--- src/hw/adcc_pkg.sv ---
// Shared types and constants for the converter control block
// Assumes one clock (ref_clk, 40 MHz) and an AXI4-Lite master with 8-bit byte addresses
package adcc_pkg;

  // Register byte offsets, one aligned 32-bit word each
  localparam logic [7:0] REG_CTRL = 8'h00;
  localparam logic [7:0] REG_DBG = 8'h04;
  localparam logic [7:0] REG_CFG = 8'h08;
  localparam logic [7:0] REG_AVG = 8'h0c;
  localparam logic [7:0] REG_SWTRIG = 8'h10;
  localparam logic [7:0] REG_FLAGS = 8'h14;
  localparam logic [7:0] REG_INTEN = 8'h18;
  localparam logic [7:0] REG_RESULT = 8'h1c;
  localparam logic [7:0] REG_WINCTRL = 8'h20;
  localparam logic [7:0] REG_WINLO = 8'h24;
  localparam logic [7:0] REG_WINHI = 8'h28;
  localparam logic [7:0] REG_GAIN_CORRECTION_REGISTER = 8'h2c;
  localparam logic [7:0] REG_OFFCORR = 8'h30;
  localparam logic [7:0] REG_CALIBRATION_REGISTER = 8'h34;

  // Bit positions inside the small registers
  localparam int CTRL_EN_BIT = 0;
  localparam int CTRL_SOFTWARE_RESET_BIT_BIT = 1;
  localparam int SWTRIG_START_BIT = 0;
  localparam int FLG_RESULT_READY_FLAG = 0;
  localparam int FLG_OVR = 1;
  localparam int FLG_WIN = 2;
  localparam int FLG_SYNCBUSY = 3;

  // Resolution select codes
  localparam logic [1:0] RESSEL_12 = 2'h0;
  localparam logic [1:0] RESSEL_16 = 2'h1;
  localparam logic [1:0] RESSEL_10 = 2'h2;
  localparam logic [1:0] RESSEL_8 = 2'h3;

  // Window monitor modes
  localparam logic [1:0] WIN_OFF = 2'h0;
  localparam logic [1:0] WIN_ABOVE = 2'h1;
  localparam logic [1:0] WIN_BELOW = 2'h2;
  localparam logic [1:0] WIN_INSIDE = 2'h3;

  // Values after reset and accumulation limits
  localparam logic [31:0] CFG_RST = 32'h0000_0000;
  localparam logic [11:0] GAIN_RST = 12'h800;
  localparam logic [3:0] MAX_SAMPLENUM = 4'ha;
  localparam logic [3:0] AUTOSHIFT_BASE = 4'h4;
  localparam logic [1:0] RESP_OKAY = 2'b00;
  localparam logic [1:0] RESP_SLVERR = 2'b10;

  // Configuration register layout, LSB last
  typedef struct packed {
    logic [1:0] rsvd;
    logic [3:0] scan_len;
    logic [3:0] muxneg;
    logic [4:0] muxpos;
    logic [3:0] gain;
    logic [3:0] refsel;
    logic [1:0] rsvd2;
    logic corr_en;
    logic ev_start_en;
    logic freerun;
    logic diff_signed;
    logic left_adj;
    logic [1:0] ressel;
  } adcc_cfg_t;

  typedef struct packed {
    logic [23:0] rsvd;
    logic [3:0] adjres;
    logic [3:0] samplenum;
  } adcc_avg_t;

  // Request toward the analog front end
  typedef struct packed {
    logic start;
    logic [4:0] muxpos;
    logic [3:0] muxneg;
    logic [3:0] gain;
    logic [3:0] refsel;
    logic [3:0] bits;
    logic diff;
    logic [10:0] calibration_register;
  } adcc_fe_req_t;

  // Answer from the analog front end, data right-aligned at the requested width
  typedef struct packed {
    logic done;
    logic [11:0] data;
  } adcc_fe_res_t;

  typedef enum logic [1:0] {
    ST_IDLE = 2'b01,
    ST_CONV = 2'b10
  } adcc_fsm_t;

endpackage

--- src/hw/adcc_sync.sv ---
// Toggle-based pulse and word crossing toward the conversion side
// Assumes src_pulse is one cycle wide and src_data is valid in that cycle
`timescale 1ns/100ps
module adcc_sync
  import adcc_pkg::*;
#(
  parameter int WIDTH = 1
) (
  input wire logic ref_clk,
  input wire logic rst_n,
  input wire logic src_pulse,
  input wire logic [WIDTH-1:0] src_data,
  output logic dst_pulse,
  output logic [WIDTH-1:0] dst_data,
  output logic busy
);

  typedef struct packed {
    logic tog;
    logic s1;
    logic s2;
    logic s3;
    logic [WIDTH-1:0] hold;
    logic dst_pulse;
    logic [WIDTH-1:0] dst_data;
    logic busy;
  } adcc_sync_st_t;

  adcc_sync_st_t st_ff;
  adcc_sync_st_t nxt_st;

  // Word is held steady while the toggle travels, so it is safe to sample on arrival
  always_comb begin
    nxt_st = st_ff;
    if (src_pulse) begin
      nxt_st.tog = ~st_ff.tog;
      nxt_st.hold = src_data;
    end
    nxt_st.s1 = st_ff.tog;
    nxt_st.s2 = st_ff.s1; // First stage feeds only this flop
    nxt_st.s3 = st_ff.s2;
    nxt_st.dst_pulse = st_ff.s2 ^ st_ff.s3;
    if (st_ff.s2 ^ st_ff.s3) begin
      nxt_st.dst_data = st_ff.hold;
    end
    nxt_st.busy = nxt_st.tog ^ st_ff.s3;
    if (!rst_n) begin
      nxt_st = '0;
    end
  end

  always_ff @(posedge ref_clk) begin
    st_ff <= nxt_st;
  end

  assign dst_pulse = st_ff.dst_pulse;
  assign dst_data = st_ff.dst_data;
  assign busy = st_ff.busy;

endmodule // adcc_sync

--- src/hw/adcc_ctrl.sv ---
// Conversion control: AXI4-Lite registers, start sequencing, accumulation, correction, window monitor
// Assumes a front end that answers each start pulse with exactly one done pulse carrying the sample
`timescale 1ns/100ps
// How it works
// - Resolution 8, 10 or 12 bits; the requested bit count is passed to the front end
// - Result placed left- or right-aligned, signed in differential mode, else unsigned
// - Conversion starts from software trigger register or from the event input
// - Exactly one event input starts conversions
// - Single, free-running and scan over consecutive positive inputs
// - Window monitor compares a chosen channel's result against two thresholds
// - Accumulation of up to 1024 samples, shifted to fit 16 bits
// - Positive select five bits, negative select four bits
// - Internal sources are simply further codes of the positive select
// - Four-bit reference select passed to the front end
// - Four-bit gain code passed to the front end
// - Hardware gain and offset correction from the correction registers
// - Next conversion launched the same cycle the previous one completes
// - No clock gating; logic keeps running whenever its clock runs
// - Interrupt line and single-cycle event outputs for result and window
// - Configuration writes cross to the conversion side before taking effect
// - Debug halt stops new sequences unless run-in-debug is set; scan and accumulation steps already begun continue
// - Protected writes refused except to the flag register
// - Protection lifted during debug halt, extended reset or debugger access
// - Software reset restores all registers except debug control and disables
// - Each finished result overwrites the result register
// - New result while previous unread sets the overrun flag
// - Resolution selects 12 bits after reset
module adcc_ctrl
  import adcc_pkg::*;
#(
  parameter int ACC_W = 23
) (
  input wire logic ref_clk,
  input wire logic rst_n,
  input wire logic [7:0] s_axi_awaddr,
  input wire logic s_axi_awvalid,
  output logic s_axi_awready,
  input wire logic [31:0] s_axi_wdata,
  input wire logic [3:0] s_axi_wstrb,
  input wire logic s_axi_wvalid,
  output logic s_axi_wready,
  output logic [1:0] s_axi_bresp,
  output logic s_axi_bvalid,
  input wire logic s_axi_bready,
  input wire logic [7:0] s_axi_araddr,
  input wire logic s_axi_arvalid,
  output logic s_axi_arready,
  output logic [31:0] s_axi_rdata,
  output logic [1:0] s_axi_rresp,
  output logic s_axi_rvalid,
  input wire logic s_axi_rready,
  output adcc_fe_req_t fe_req,
  input wire adcc_fe_res_t fe_res,
  input wire logic ev_start,
  output logic ev_result_ready,
  output logic ev_window,
  output logic irq,
  input wire logic dbg_halt,
  input wire logic cpu_rst_ext,
  input wire logic dbg_access,
  input wire logic wp_en
);

  typedef struct packed {
    adcc_fsm_t fsm;
    logic en;
    logic run_dbg;
    adcc_cfg_t cfg_sh;
    adcc_cfg_t cfg;
    adcc_avg_t avg;
    logic [7:0] winctrl;
    logic [15:0] win_lo;
    logic [15:0] win_hi;
    logic [11:0] gain_correction_register;
    logic [11:0] offcorr;
    logic [10:0] calibration_register;
    logic [2:0] inten;
    logic [2:0] flags;
    logic [15:0] result;
    logic start_pend;
    logic [3:0] scan_idx;
    logic signed [ACC_W-1:0] acc;
    logic [10:0] acc_cnt;
    adcc_fe_req_t fe;
    logic irq;
    logic ev_result_ready_flag;
    logic ev_win;
    logic trig_pulse;
    logic cfg_pulse;
    logic aw_have;
    logic [7:0] aw_addr;
    logic w_have;
    logic [31:0] w_data;
    logic [3:0] w_strb;
    logic awready;
    logic wready;
    logic bvalid;
    logic [1:0] bresp;
    logic arready;
    logic rvalid;
    logic [31:0] rdata;
    logic [1:0] rresp;
  } adcc_st_t;

  adcc_st_t st_ff;
  adcc_st_t nxt_st;

  logic trig_go;
  logic trig_busy;
  logic cfg_go;
  logic [31:0] cfg_data;
  logic cfg_busy;

  // Software start crossing
  adcc_sync #(.WIDTH(1)) u_trig_sync (
    .ref_clk(ref_clk),
    .rst_n(rst_n),
    .src_pulse(st_ff.trig_pulse),
    .src_data(1'b1),
    .dst_pulse(trig_go),
    .dst_data(),
    .busy(trig_busy)
  );

  // Configuration crossing; the active copy changes only on arrival or on software reset
  adcc_sync #(.WIDTH(32)) u_cfg_sync (
    .ref_clk(ref_clk),
    .rst_n(rst_n),
    .src_pulse(st_ff.cfg_pulse),
    .src_data(st_ff.cfg_sh),
    .dst_pulse(cfg_go),
    .dst_data(cfg_data),
    .busy(cfg_busy)
  );

  // Byte-lane merge of a write into the old contents
  function automatic logic [31:0] wmerge(input logic [31:0] old, input logic [31:0] d, input logic [3:0] s);
    logic [31:0] r;
    r = old;
    for (int i = 0; i < 4; i++) begin
      if (s[i]) begin
        r[8*i +: 8] = d[8*i +: 8];
      end
    end
    return r;
  endfunction

  function automatic logic is_mapped(input logic [7:0] a);
    return (a[1:0] == 2'h0) && (a <= REG_CALIBRATION_REGISTER);
  endfunction

  // Converted bits per resolution code; the accumulating code converts at 12
  function automatic logic [3:0] res_bits(input logic [1:0] rs);
    logic [3:0] b;
    unique case (rs)
      RESSEL_10: b = 4'ha;
      RESSEL_8: b = 4'h8;
      default: b = 4'hc;
    endcase
    return b;
  endfunction

  function automatic logic [31:0] read_reg(input adcc_st_t s, input logic [7:0] a, input logic busy);
    logic [31:0] r;
    r = 32'h0;
    case (a)
      REG_CTRL: r[CTRL_EN_BIT] = s.en;
      REG_DBG: r[0] = s.run_dbg;
      REG_CFG: r = s.cfg_sh;
      REG_AVG: r = s.avg;
      REG_FLAGS: r = {28'h0, busy, s.flags};
      REG_INTEN: r = {29'h0, s.inten};
      REG_RESULT: r = {16'h0, s.result};
      REG_WINCTRL: r = {24'h0, s.winctrl};
      REG_WINLO: r = {16'h0, s.win_lo};
      REG_WINHI: r = {16'h0, s.win_hi};
      REG_GAIN_CORRECTION_REGISTER: r = {20'h0, s.gain_correction_register};
      REG_OFFCORR: r = {20'h0, s.offcorr};
      REG_CALIBRATION_REGISTER: r = {21'h0, s.calibration_register};
      default: r = 32'h0;
    endcase
    return r;
  endfunction

  // Mask to width, sign-extend in differential mode, then correct and clamp to 12 bits
  function automatic logic signed [12:0] cond_sample(input logic [11:0] d, input adcc_cfg_t c,
                                                     input logic [11:0] g, input logic [11:0] o);
    logic [3:0] w;
    logic [12:0] m;
    logic signed [12:0] v;
    logic signed [25:0] p;
    w = res_bits(c.ressel);
    m = 13'((13'h1 << w) - 13'h1);
    v = signed'({1'b0, d} & m);
    if (c.diff_signed && d[w - 4'h1]) begin
      v = v | signed'(~m);
    end
    p = 26'(v);
    if (c.corr_en) begin
      p = ((26'(v) - 26'(signed'(o))) * 26'(signed'({1'b0, g}))) >>> 11;
      if (c.diff_signed) begin
        p = (p > 26'sd2047) ? 26'sd2047 : ((p < -26'sd2048) ? -26'sd2048 : p);
      end else begin
        p = (p > 26'sd4095) ? 26'sd4095 : ((p < 26'sd0) ? 26'sd0 : p);
      end
    end
    return 13'(p);
  endfunction

  // Window test on the final value, signed in differential mode
  function automatic logic win_hit(input logic [15:0] v, input logic [15:0] lo, input logic [15:0] hi,
                                   input logic [1:0] mode, input logic sgn);
    logic above;
    logic below;
    above = sgn ? (signed'(v) > signed'(lo)) : (v > lo);
    below = sgn ? (signed'(v) < signed'(hi)) : (v < hi);
    unique case (mode)
      WIN_ABOVE: return above;
      WIN_BELOW: return below;
      WIN_INSIDE: return above && below;
      default: return 1'b0;
    endcase
  endfunction

  logic halted;
  logic prot;
  logic ev_go;
  logic accum;
  logic [3:0] n_log;
  logic [10:0] nsamp;
  logic [4:0] shift;
  logic [4:0] fmt_w;
  logic signed [12:0] sample;
  logic signed [ACC_W-1:0] acc_sum;
  logic [15:0] fin;
  logic [31:0] wv;
  logic [2:0] set_f;
  logic [2:0] clr_f;
  logic do_software_reset_bit;
  logic launch;

  // Whole next state: bus slave, conversion sequencing, flags, then resets
  always_comb begin
    nxt_st = st_ff;
    nxt_st.ev_result_ready_flag = 1'b0;
    nxt_st.ev_win = 1'b0;
    nxt_st.trig_pulse = 1'b0;
    nxt_st.cfg_pulse = 1'b0;
    set_f = 3'h0;
    clr_f = 3'h0;
    do_software_reset_bit = 1'b0;
    launch = 1'b0;
    fin = 16'h0;
    halted = dbg_halt && !st_ff.run_dbg;
    prot = wp_en && !(dbg_halt || cpu_rst_ext || dbg_access);
    ev_go = ev_start && st_ff.cfg.ev_start_en;
    accum = st_ff.cfg.ressel == RESSEL_16;
    n_log = (accum) ? ((st_ff.avg.samplenum > MAX_SAMPLENUM) ? MAX_SAMPLENUM : st_ff.avg.samplenum) : 4'h0;
    nsamp = 11'(11'h1 << n_log);
    shift = (n_log > AUTOSHIFT_BASE) ? 5'(n_log - AUTOSHIFT_BASE) : 5'h0;
    if (accum) begin
      shift = 5'(shift + 5'(st_ff.avg.adjres));
    end
    fmt_w = accum ? 5'd16 : 5'(res_bits(st_ff.cfg.ressel));
    sample = cond_sample(fe_res.data, st_ff.cfg, st_ff.gain_correction_register, st_ff.offcorr);
    acc_sum = ACC_W'(st_ff.acc + ACC_W'(sample));
    wv = wmerge(read_reg(st_ff, st_ff.aw_addr, 1'b0), st_ff.w_data, st_ff.w_strb);

    // Write address and data are taken independently, in either order
    if (s_axi_awvalid && st_ff.awready) begin
      nxt_st.aw_have = 1'b1;
      nxt_st.aw_addr = s_axi_awaddr;
    end
    if (s_axi_wvalid && st_ff.wready) begin
      nxt_st.w_have = 1'b1;
      nxt_st.w_data = s_axi_wdata;
      nxt_st.w_strb = s_axi_wstrb;
    end
    if (st_ff.bvalid && s_axi_bready) begin
      nxt_st.bvalid = 1'b0;
    end
    if (st_ff.aw_have && st_ff.w_have && !st_ff.bvalid) begin
      nxt_st.aw_have = 1'b0;
      nxt_st.w_have = 1'b0;
      nxt_st.bvalid = 1'b1;
      nxt_st.bresp = RESP_OKAY;
      if (!is_mapped(st_ff.aw_addr)) begin
        nxt_st.bresp = RESP_SLVERR;
      end else if (prot && st_ff.aw_addr != REG_FLAGS) begin
        nxt_st.bresp = RESP_SLVERR;
      end else begin
        case (st_ff.aw_addr)
          REG_CTRL: begin
            nxt_st.en = wv[CTRL_EN_BIT];
            do_software_reset_bit = wv[CTRL_SOFTWARE_RESET_BIT_BIT];
          end
          REG_DBG: nxt_st.run_dbg = wv[0];
          REG_CFG: begin
            nxt_st.cfg_sh = adcc_cfg_t'(wv);
            nxt_st.cfg_pulse = 1'b1;
          end
          REG_AVG: nxt_st.avg = adcc_avg_t'({24'h0, wv[7:0]});
          REG_SWTRIG: nxt_st.trig_pulse = wv[SWTRIG_START_BIT];
          REG_FLAGS: clr_f = wv[2:0];
          REG_INTEN: nxt_st.inten = wv[2:0];
          REG_WINCTRL: nxt_st.winctrl = wv[7:0];
          REG_WINLO: nxt_st.win_lo = wv[15:0];
          REG_WINHI: nxt_st.win_hi = wv[15:0];
          REG_GAIN_CORRECTION_REGISTER: nxt_st.gain_correction_register = wv[11:0];
          REG_OFFCORR: nxt_st.offcorr = wv[11:0];
          REG_CALIBRATION_REGISTER: nxt_st.calibration_register = wv[10:0];
          default: nxt_st.bresp = RESP_OKAY;
        endcase
      end
    end

    // Read channel; reading the result consumes the ready flag
    if (st_ff.rvalid && s_axi_rready) begin
      nxt_st.rvalid = 1'b0;
    end
    if (s_axi_arvalid && st_ff.arready) begin
      nxt_st.rvalid = 1'b1;
      nxt_st.rdata = read_reg(st_ff, s_axi_araddr, trig_busy || cfg_busy);
      nxt_st.rresp = is_mapped(s_axi_araddr) ? RESP_OKAY : RESP_SLVERR;
      if (s_axi_araddr == REG_RESULT) begin
        clr_f[FLG_RESULT_READY_FLAG] = 1'b1;
      end
    end

    // Arrivals from the crossings
    if (cfg_go) begin
      nxt_st.cfg = adcc_cfg_t'(cfg_data);
    end
    if (trig_go) begin
      nxt_st.start_pend = 1'b1;
    end

    // Conversion sequencing
    unique case (st_ff.fsm)
      ST_IDLE: begin
        if (st_ff.en && !halted && (nxt_st.start_pend || ev_go)) begin
          launch = 1'b1;
          nxt_st.acc = '0;
          nxt_st.acc_cnt = 11'h0;
          nxt_st.fsm = ST_CONV;
        end
      end
      ST_CONV: begin
        if (ev_go) begin
          nxt_st.start_pend = 1'b1;
        end
        if (fe_res.done) begin
          nxt_st.acc = acc_sum;
          nxt_st.acc_cnt = 11'(st_ff.acc_cnt + 11'h1);
          if (11'(st_ff.acc_cnt + 11'h1) < nsamp) begin
            launch = 1'b1;
          end else begin
            fin = 16'(acc_sum >>> shift);
            if (win_hit(fin, st_ff.win_lo, st_ff.win_hi, st_ff.winctrl[1:0], st_ff.cfg.diff_signed) &&
                (st_ff.winctrl[2] || st_ff.winctrl[7:3] == st_ff.fe.muxpos)) begin
              set_f[FLG_WIN] = 1'b1;
              nxt_st.ev_win = 1'b1;
            end
            nxt_st.result = st_ff.cfg.left_adj ? 16'(fin << (5'd16 - fmt_w)) : fin;
            set_f[FLG_RESULT_READY_FLAG] = 1'b1;
            set_f[FLG_OVR] = st_ff.flags[FLG_RESULT_READY_FLAG];
            nxt_st.ev_result_ready_flag = 1'b1;
            nxt_st.acc = '0;
            nxt_st.acc_cnt = 11'h0;
            if (st_ff.scan_idx < st_ff.cfg.scan_len) begin
              nxt_st.scan_idx = 4'(st_ff.scan_idx + 4'h1);
              launch = 1'b1;
            end else begin
              nxt_st.scan_idx = 4'h0;
              if ((st_ff.cfg.freerun || nxt_st.start_pend) && !halted) begin
                launch = 1'b1;
              end else begin
                nxt_st.fsm = ST_IDLE;
              end
            end
          end
        end
        if (!st_ff.en) begin
          launch = 1'b0;
          nxt_st.scan_idx = 4'h0;
          nxt_st.fsm = ST_IDLE;
        end
      end
      default: nxt_st.fsm = ST_IDLE;
    endcase
    if (launch) begin
      nxt_st.start_pend = 1'b0;
    end
    nxt_st.fe.start = launch;

    // Set wins over clear
    nxt_st.flags = (st_ff.flags & ~clr_f) | set_f;

    // Software reset keeps debug control and any bus answer in flight
    if (do_software_reset_bit) begin
      nxt_st.en = 1'b0;
      nxt_st.cfg_sh = adcc_cfg_t'(CFG_RST);
      nxt_st.cfg = adcc_cfg_t'(CFG_RST);
      nxt_st.avg = '0;
      nxt_st.winctrl = 8'h0;
      nxt_st.win_lo = 16'h0;
      nxt_st.win_hi = 16'h0;
      nxt_st.gain_correction_register = GAIN_RST;
      nxt_st.offcorr = 12'h0;
      nxt_st.calibration_register = 11'h0;
      nxt_st.inten = 3'h0;
      nxt_st.flags = 3'h0;
      nxt_st.result = 16'h0;
      nxt_st.start_pend = 1'b0;
      nxt_st.scan_idx = 4'h0;
      nxt_st.acc = '0;
      nxt_st.acc_cnt = 11'h0;
      nxt_st.fe.start = 1'b0;
      nxt_st.fsm = ST_IDLE;
    end
    if (!rst_n) begin
      nxt_st = '0;
      nxt_st.cfg = adcc_cfg_t'(CFG_RST);
      nxt_st.cfg_sh = adcc_cfg_t'(CFG_RST);
      nxt_st.gain_correction_register = GAIN_RST;
      nxt_st.fsm = ST_IDLE;
    end

    // Front-end settings follow the active configuration and the scan position
    nxt_st.fe.muxpos = 5'(nxt_st.cfg.muxpos + 5'(nxt_st.scan_idx));
    nxt_st.fe.muxneg = nxt_st.cfg.muxneg;
    nxt_st.fe.gain = nxt_st.cfg.gain;
    nxt_st.fe.refsel = nxt_st.cfg.refsel;
    nxt_st.fe.bits = res_bits(nxt_st.cfg.ressel);
    nxt_st.fe.diff = nxt_st.cfg.diff_signed;
    nxt_st.fe.calibration_register = nxt_st.calibration_register;
    nxt_st.awready = !nxt_st.aw_have;
    nxt_st.wready = !nxt_st.w_have;
    nxt_st.arready = !nxt_st.rvalid;
    nxt_st.irq = |(nxt_st.flags & nxt_st.inten);
  end

  // Free-running clock, no gating, so sleep states that keep it alive keep conversions alive
  always_ff @(posedge ref_clk) begin
    st_ff <= nxt_st;
  end

  assign s_axi_awready = st_ff.awready;
  assign s_axi_wready = st_ff.wready;
  assign s_axi_bresp = st_ff.bresp;
  assign s_axi_bvalid = st_ff.bvalid;
  assign s_axi_arready = st_ff.arready;
  assign s_axi_rdata = st_ff.rdata;
  assign s_axi_rresp = st_ff.rresp;
  assign s_axi_rvalid = st_ff.rvalid;
  assign fe_req = st_ff.fe;
  assign ev_result_ready = st_ff.ev_result_ready_flag;
  assign ev_window = st_ff.ev_win;
  assign irq = st_ff.irq;

endmodule // adcc_ctrl

--- config.mk ---
export PLATFORM = sky130hd
export DESIGN_NAME = adcc_ctrl
export DESIGN_NICKNAME = d
export VERILOG_FILES = /design/src/hw/adcc_pkg.sv /design/src/hw/adcc_sync.sv /design/src/hw/adcc_ctrl.sv
export SDC_FILE = /design/constraint.sdc
export NUM_CORES = 2
export LEC_CHECK = 0
export BUFFER_PORTS_ARGS = -buffer_cell sky130_fd_sc_hd__buf_2
export CAP_MARGIN = 20
export CORE_MARGIN = 1
export CORE_UTILIZATION = 57
export DETAILED_ROUTE_END_ITERATION = 16
export PLACE_DENSITY = 0.78
export SLEW_MARGIN = 20
export SYNTH_ARGS = -nofsm -noshare
export SYNTH_HDL_FRONTEND = slang
export SYNTH_SLANG_ARGS = --single-unit
export TNS_END_PERCENT = 5
--- constraint.sdc ---
create_clock -name ref_clk -period 15.1 [get_ports ref_clk]
set_input_delay 3.02 -clock ref_clk [delete_from_list [all_inputs] [get_ports ref_clk]]
set_output_delay 3.02 -clock ref_clk [all_outputs]
set_load 0.005 [all_outputs]
======== Word-level counts from Yosys, hierarchy flattened ========
Cells that the tools add are included.
storage, ports and cells
  output and inout port bits .............. 78
  word-level logic and storage cells ...... 342
  flip-flop bits (word level) ............. 388
  input port bits ......................... 77
cells by class
  equal/unequal tests ..................... 45
  shifts and indexed selects .............. 4
  multiply operators ...................... 1
  add/sub/neg operators ................... 10
  reductions and logical operators ........ 60
  muxes and demuxes ....................... 106
  $lt $le $gt $ge ......................... 15
  bitwise logic cells ..................... 21
operators by type and width
  cell                  count
  $pmux W31 S11         2
  $mux W316             1
  $mux W86              3
  $mux W191             1
  $eq A8 B6 Y1 const B  12
  $mux W13              7
  $mux W16              5
  $mux W38              2
  $pmux W34 S2          1
  $eq A8 B5 Y1 const B  7
  $mux W8               6
  $reduce_and A4 Y1     10
  $mux W37              1
  $mux W35              1
  $mux W34              1
  $eq A8 B4 Y1 const B  4
  $gt A16 B16 Y1        2
  $lt A16 B16 Y1        2
  $mux W1               30
  $mux W3               10
  $mux W2               14
  $mul A14 B13 Y26      1
  $pmux W1 S13          2
  $mux W12              2
  other kinds (61)      135

======== Logic depth before layout (Yosys ltp) ========
  depth after elaboration ................. 33
  depth in mapped cells ................... 68
  depth with buffers taken out ............ 65

======== Hierarchy ========
From an unflattened synthesis, not the netlist that was laid out.
second synthesis, totals
  cells, all modules ...................... 3544
  area total of the unflattened synthesis .. 28496.1 um2
modules (own cells, without submodules)
  module                   instances  cells each  area an instance (um2)  sequential area each (um2)
  adcc_ctrl                1          3231        25316.8                 6125.9
  adcc_sync (u_cfg_sync)   1          290         2915.3                  1401.3
  adcc_sync (u_trig_sync)  1          23          264.0                   160.2

======== Worst setup path after synthesis ========
No wires, ideal clock.
  path type ............................... input port to flip-flop
  start ................................... input fe_res[0] in the netlist's numbering
  end ..................................... register st_ff, in the netlist irq
  data arrival time ....................... 15.521 ns
  slack ................................... -0.552 ns
  stages .................................. 61
  buffers on the path ..................... 1
  data required time ...................... 14.969 ns
  setup time .............................. 0.131 ns
  path through ............................ inv_1 -> ha_1 -> inv_1 -> fa_1 -> a21o_1 -> a21oi_1 -> o21ai_0 -> a21oi_1 -> nand2b_1 -> a21boi_0 -> o21ai_0 -> nand2_1 -> a21oi_1 -> o21ai_0 -> xnor2_1 -> clkbuf_1 -> nand2_1 -> fa_1 -> [... 25 more ...] -> and3_1 -> a211oi_1 -> a21oi_1 -> a221o_2 -> a2bb2oi_4 -> ha_1 -> nor2b_1 -> o21a_1 -> o21a_1 -> o21a_1 -> o21a_1 -> o21ai_0 -> a21oi_1 -> or4b_2 -> a41oi_1 -> or3_1 -> or3_1 -> o21ai_0
RTL lines
  element               line              RTL
  start, declared       adcc_ctrl.sv:53   input wire adcc_fe_res_t fe_res,
  end signal, assigned  adcc_ctrl.sv:445  st_ff <= nxt_st;
  end, declared         adcc_ctrl.sv:105  adcc_st_t st_ff;

==> results.md <==
* Outcome: complete, but fails checks
* Violated checks: negative setup slack
* Die Area at roughly 0.05 mm^2
* DRT Wirelength at roughly 90000 um
* Clock skew at 0.02546 ns
* Final WS setup at -0.08073 ns
* Pwr/cell area at approximately 73 mW/mm^2
* Warning count from the yosys run at 0
* Fin util at 0.6699
* Final period util at 1.005
* Post-synth EDFFs at 0
* Initial Utilization at 0.5761
* Sink Count at 374
* Worst slew pin tran at around 1.2 ns
* Setup Crit Path Kind: in -> reg
* Clk buf depth at 3
* Antenna violations before repair at 2
* Sequential share of the synthesized area at 0.2728
* Vias at about 26000
* Clock root buffer: clkbuf_16
* Yosys reg bits at between 300 and 400
* Layout cells sized above 1 at 0.1825
* Worst setup startpoint: fe_res[0]
* Final non-filler cell total at between 4000 and 5000
* DRT iter0 DRCs at between 2000 and 3000
* # placed instances at about 4200
* Reg2reg start: fe_req[11]
* Synth top cells by count: nand2_1, dfxtp_1, nor2_1
* Max-cap viol count at 0
* Routability Congestion at roughly 1.0
* Async S/R FF share, synth at 0
* Vias in the first global route at 24907
* Synth top area share at 0.2728
* CP Buf/Inv Count at 9
* Post-Syn Area at about 0.027 mm^2
* Cell Rows at 80
* P_leak at approximately 13 nW
* Total GRT Usage at 0.3480
* Max IR drop VDD at 0.0001067 V
* Final hold vios at 0
* Most common cell on crit path: a21o_1
* Critical path's slowest cell: fa_1
* Unique cell type count in the Yosys netlist at 99
* Drt drc at 0
* Htree depth at 2
* Main synth FF type: dfxtp_1
* Global-route wire length before repair at approximately 140000 um
* Cells after Synth at 3446
* CTS buffer count at 42
* ANT nets after route at 0
* Antenna fix cells at 0
* Register clock-pin slew on the reported worst setup and hold paths at ~0.060 ns
* Max-slew headroom at 0.1990
* HP Start: u_cfg_sync.st_ff[68]
* Max FO, Critical Path at 8
* Hold crit path type: reg -> reg
* Core area at 0.04765 mm^2
* Final Max Slew Viols at 0
* Layout overhead on the synthesized area at 16.29%
* Post-layout min period at around 15 ns
* Detailed-placement wirelength estimate at 64300 um
* Largest cells by area after synthesis: dfxtp_1, fa_1, nand2_1, ha_1, a21oi_1
* Vias per cell at just over 6
* Gr ovfl total at 0
* Slowest stage delay, CP at 0.56 ns
* Worst-Skew Late Latency at around 0.60 ns
* Area leader, netlist: dfxtp_1
* Largest net degree at the start of global routing at 81
* Most common cell in the netlist: nand2_1
* Critical Path Start Type: primary input
* Total Power at 2.316 mW
* Syn_area_per_cell at roughly 8 um^2
* CP top delay family: compound AO/OA/AOI/OAI gates
* Buffers on Ports at 150
* Arr. time, crit path at 15.70 ns
* Required time of the critical path at about 16 ns
* Crit end category: flop
* Pre-CTS WS at -1.078 ns
* Hold buffer count at CTS at 0
* 1st-pass router iterations at 8
* Post-route setup TNS at -0.08073 ns
* FMAX at about 66 MHz
* Die Height at between 200 and 250 um
* Boundary Pins at approximately 160
* CTS tree: yes
* # setup viols final at 1
* RSZ-0062 raised after global routing: yes
* Nets at 4061
* Avg WL per Cell at 20.28 um
* Die X at roughly 220 um
==> sequential cells by signal, summed over array words and instances (netlist names) <==
| register | cells |
|---|---|
| st_ff | 232 |
| fe_req | 32 |
| s_axi_rdata | 32 |
| u_cfg_sync.st_ff | 32 |
| u_cfg_sync.dst_data | 28 |
| u_trig_sync.st_ff | 4 |
| ev_result_ready | 1 |
| ev_window | 1 |
| irq | 1 |
| s_axi_arready | 1 |
| s_axi_awready | 1 |
| s_axi_bresp | 1 |
| s_axi_bvalid | 1 |
| s_axi_rresp | 1 |
| s_axi_rvalid | 1 |
| s_axi_wready | 1 |
| u_cfg_sync.busy | 1 |
| u_cfg_sync.dst_pulse | 1 |
| u_trig_sync.busy | 1 |
| u_trig_sync.dst_pulse | 1 |
==> worst register-to-register path: cells and delay by family (launching register included) <==
family / cells / cell delay (ns)
adders and majority gates: 10 / 4.22
DFF: 1 / 0.74
and+or+nand+nor: 12 / 2.41
xor gates and xnor gates: 1 / 0.15
AOI/OAI and AO/OA: 27 / 4.51
buffers and inverters: 10 / 1.23
==> through the flow <==
stage | instance area (um^2) | hold slack [ns]
after floorplan | 27600 | 0.4119
after global placement | 29880 | 0.4210
after detailed placement | 29880 | 0.4258
after CTS | 31500 | 0.4399
after global routing | 31920 | 0.4569
final | 31920 | 0.4368
==> cells in the final DEF, fill, tap and decap left out, types with 8 or more instances in the layout <==
master,count
xor2_1,23
a311oi_1,9
o21ai_1,28
fa_1,153
nor2b_1,25
xnor2_1,40
a21oi_2,15
a31oi_1,30
a22o_1,17
mux2i_1,75
a22oi_1,100
nand3_1,94
dfxtp_1,372
buf_2,150
ha_1,137
ha_4,9
nand2_1,499
a211oi_1,13
a221oi_1,23
clkbuf_16,42
a21o_1,39
o31ai_1,9
a21oi_1,297
nand2b_1,28
a222oi_1,11
buf_4,298
and3_1,22
inv_1,290
nand4_1,25
nor2_1,309
and2_2,8
o21a_1,16
nor3_1,28
o211ai_1,27
and2_1,112
o21ai_0,71
==> logic make-up after synthesis <==
| group | Yosys count | share of synthesized area |
|---|---|---|
| buffers and inverters | 561 | 0.09318 |
| other | 2 | 0.0002736 |
| AND/OR/NAND/NOR | 1221 | 0.1998 |
| XOR/XNOR | 72 | 0.02325 |
| adder cells (fa/ha/maj) | 306 | 0.1827 |
| flip-flops | 374 | 0.2728 |
| multiplexers | 84 | 0.03182 |
| AO/OA/AOI/OAI | 826 | 0.1962 |
==> repair_timing <==
| action | CTS | global route |
|---|---|---|
| pin swaps | 34 | 60 |
| setup buffers | 6 | 10 |
| gates resized for setup | 37 | 73 |
| gates cloned | 1 | 0 |
| endpoints found under the setup margin | 3 | 3 |
==> worst paths after layout <==
kind | endpoint | slack (ns) | depth (start not counted)
worst min register to register | u_cfg_sync.st_ff[67] | 0.44 | 1
worst max register to register | irq | 1.80 | 60
worst min-delay path | u_cfg_sync.st_ff[67] | 0.44 | 1
worst max-delay path | irq | -0.08 | 65
==> cell type report <==
| type | count | area (um^2) |
|---|---|---|
| well taps | 615 | 769.5 |
| clock inverters | 21 | 257.7 |
| inverters | 293 | 1102 |
| repair buffers | 453 | 3062 |
| multi-input cells | 2514 | 18070 |
| clock buffers | 55 | 1170 |
| flip-flops and latches | 374 | 7490 |
| fillers | 3949 | 15730 |
==> where the power goes <==
part	leakage (nW)	switching (mW)	internal [mW]	total [mW]
Combinational	9.75	0.151	0.100	0.251
Sequential	3.02	0.0109	0.999	1.01
Clock	0.685	0.448	0.607	1.06
Total	13.5	0.610	1.71	2.32
==> routing by layer <==
layer,part of all wire,global-route usage,up-vias
met3,0.095,0.06095,389
met4,0.068,0.2045,4
met5,0.00027,0,-
met1,0.40,0.4549,12409
li1,-,-,12135
met2,0.44,0.5418,1448
Power figures use the tool's default switching activity.
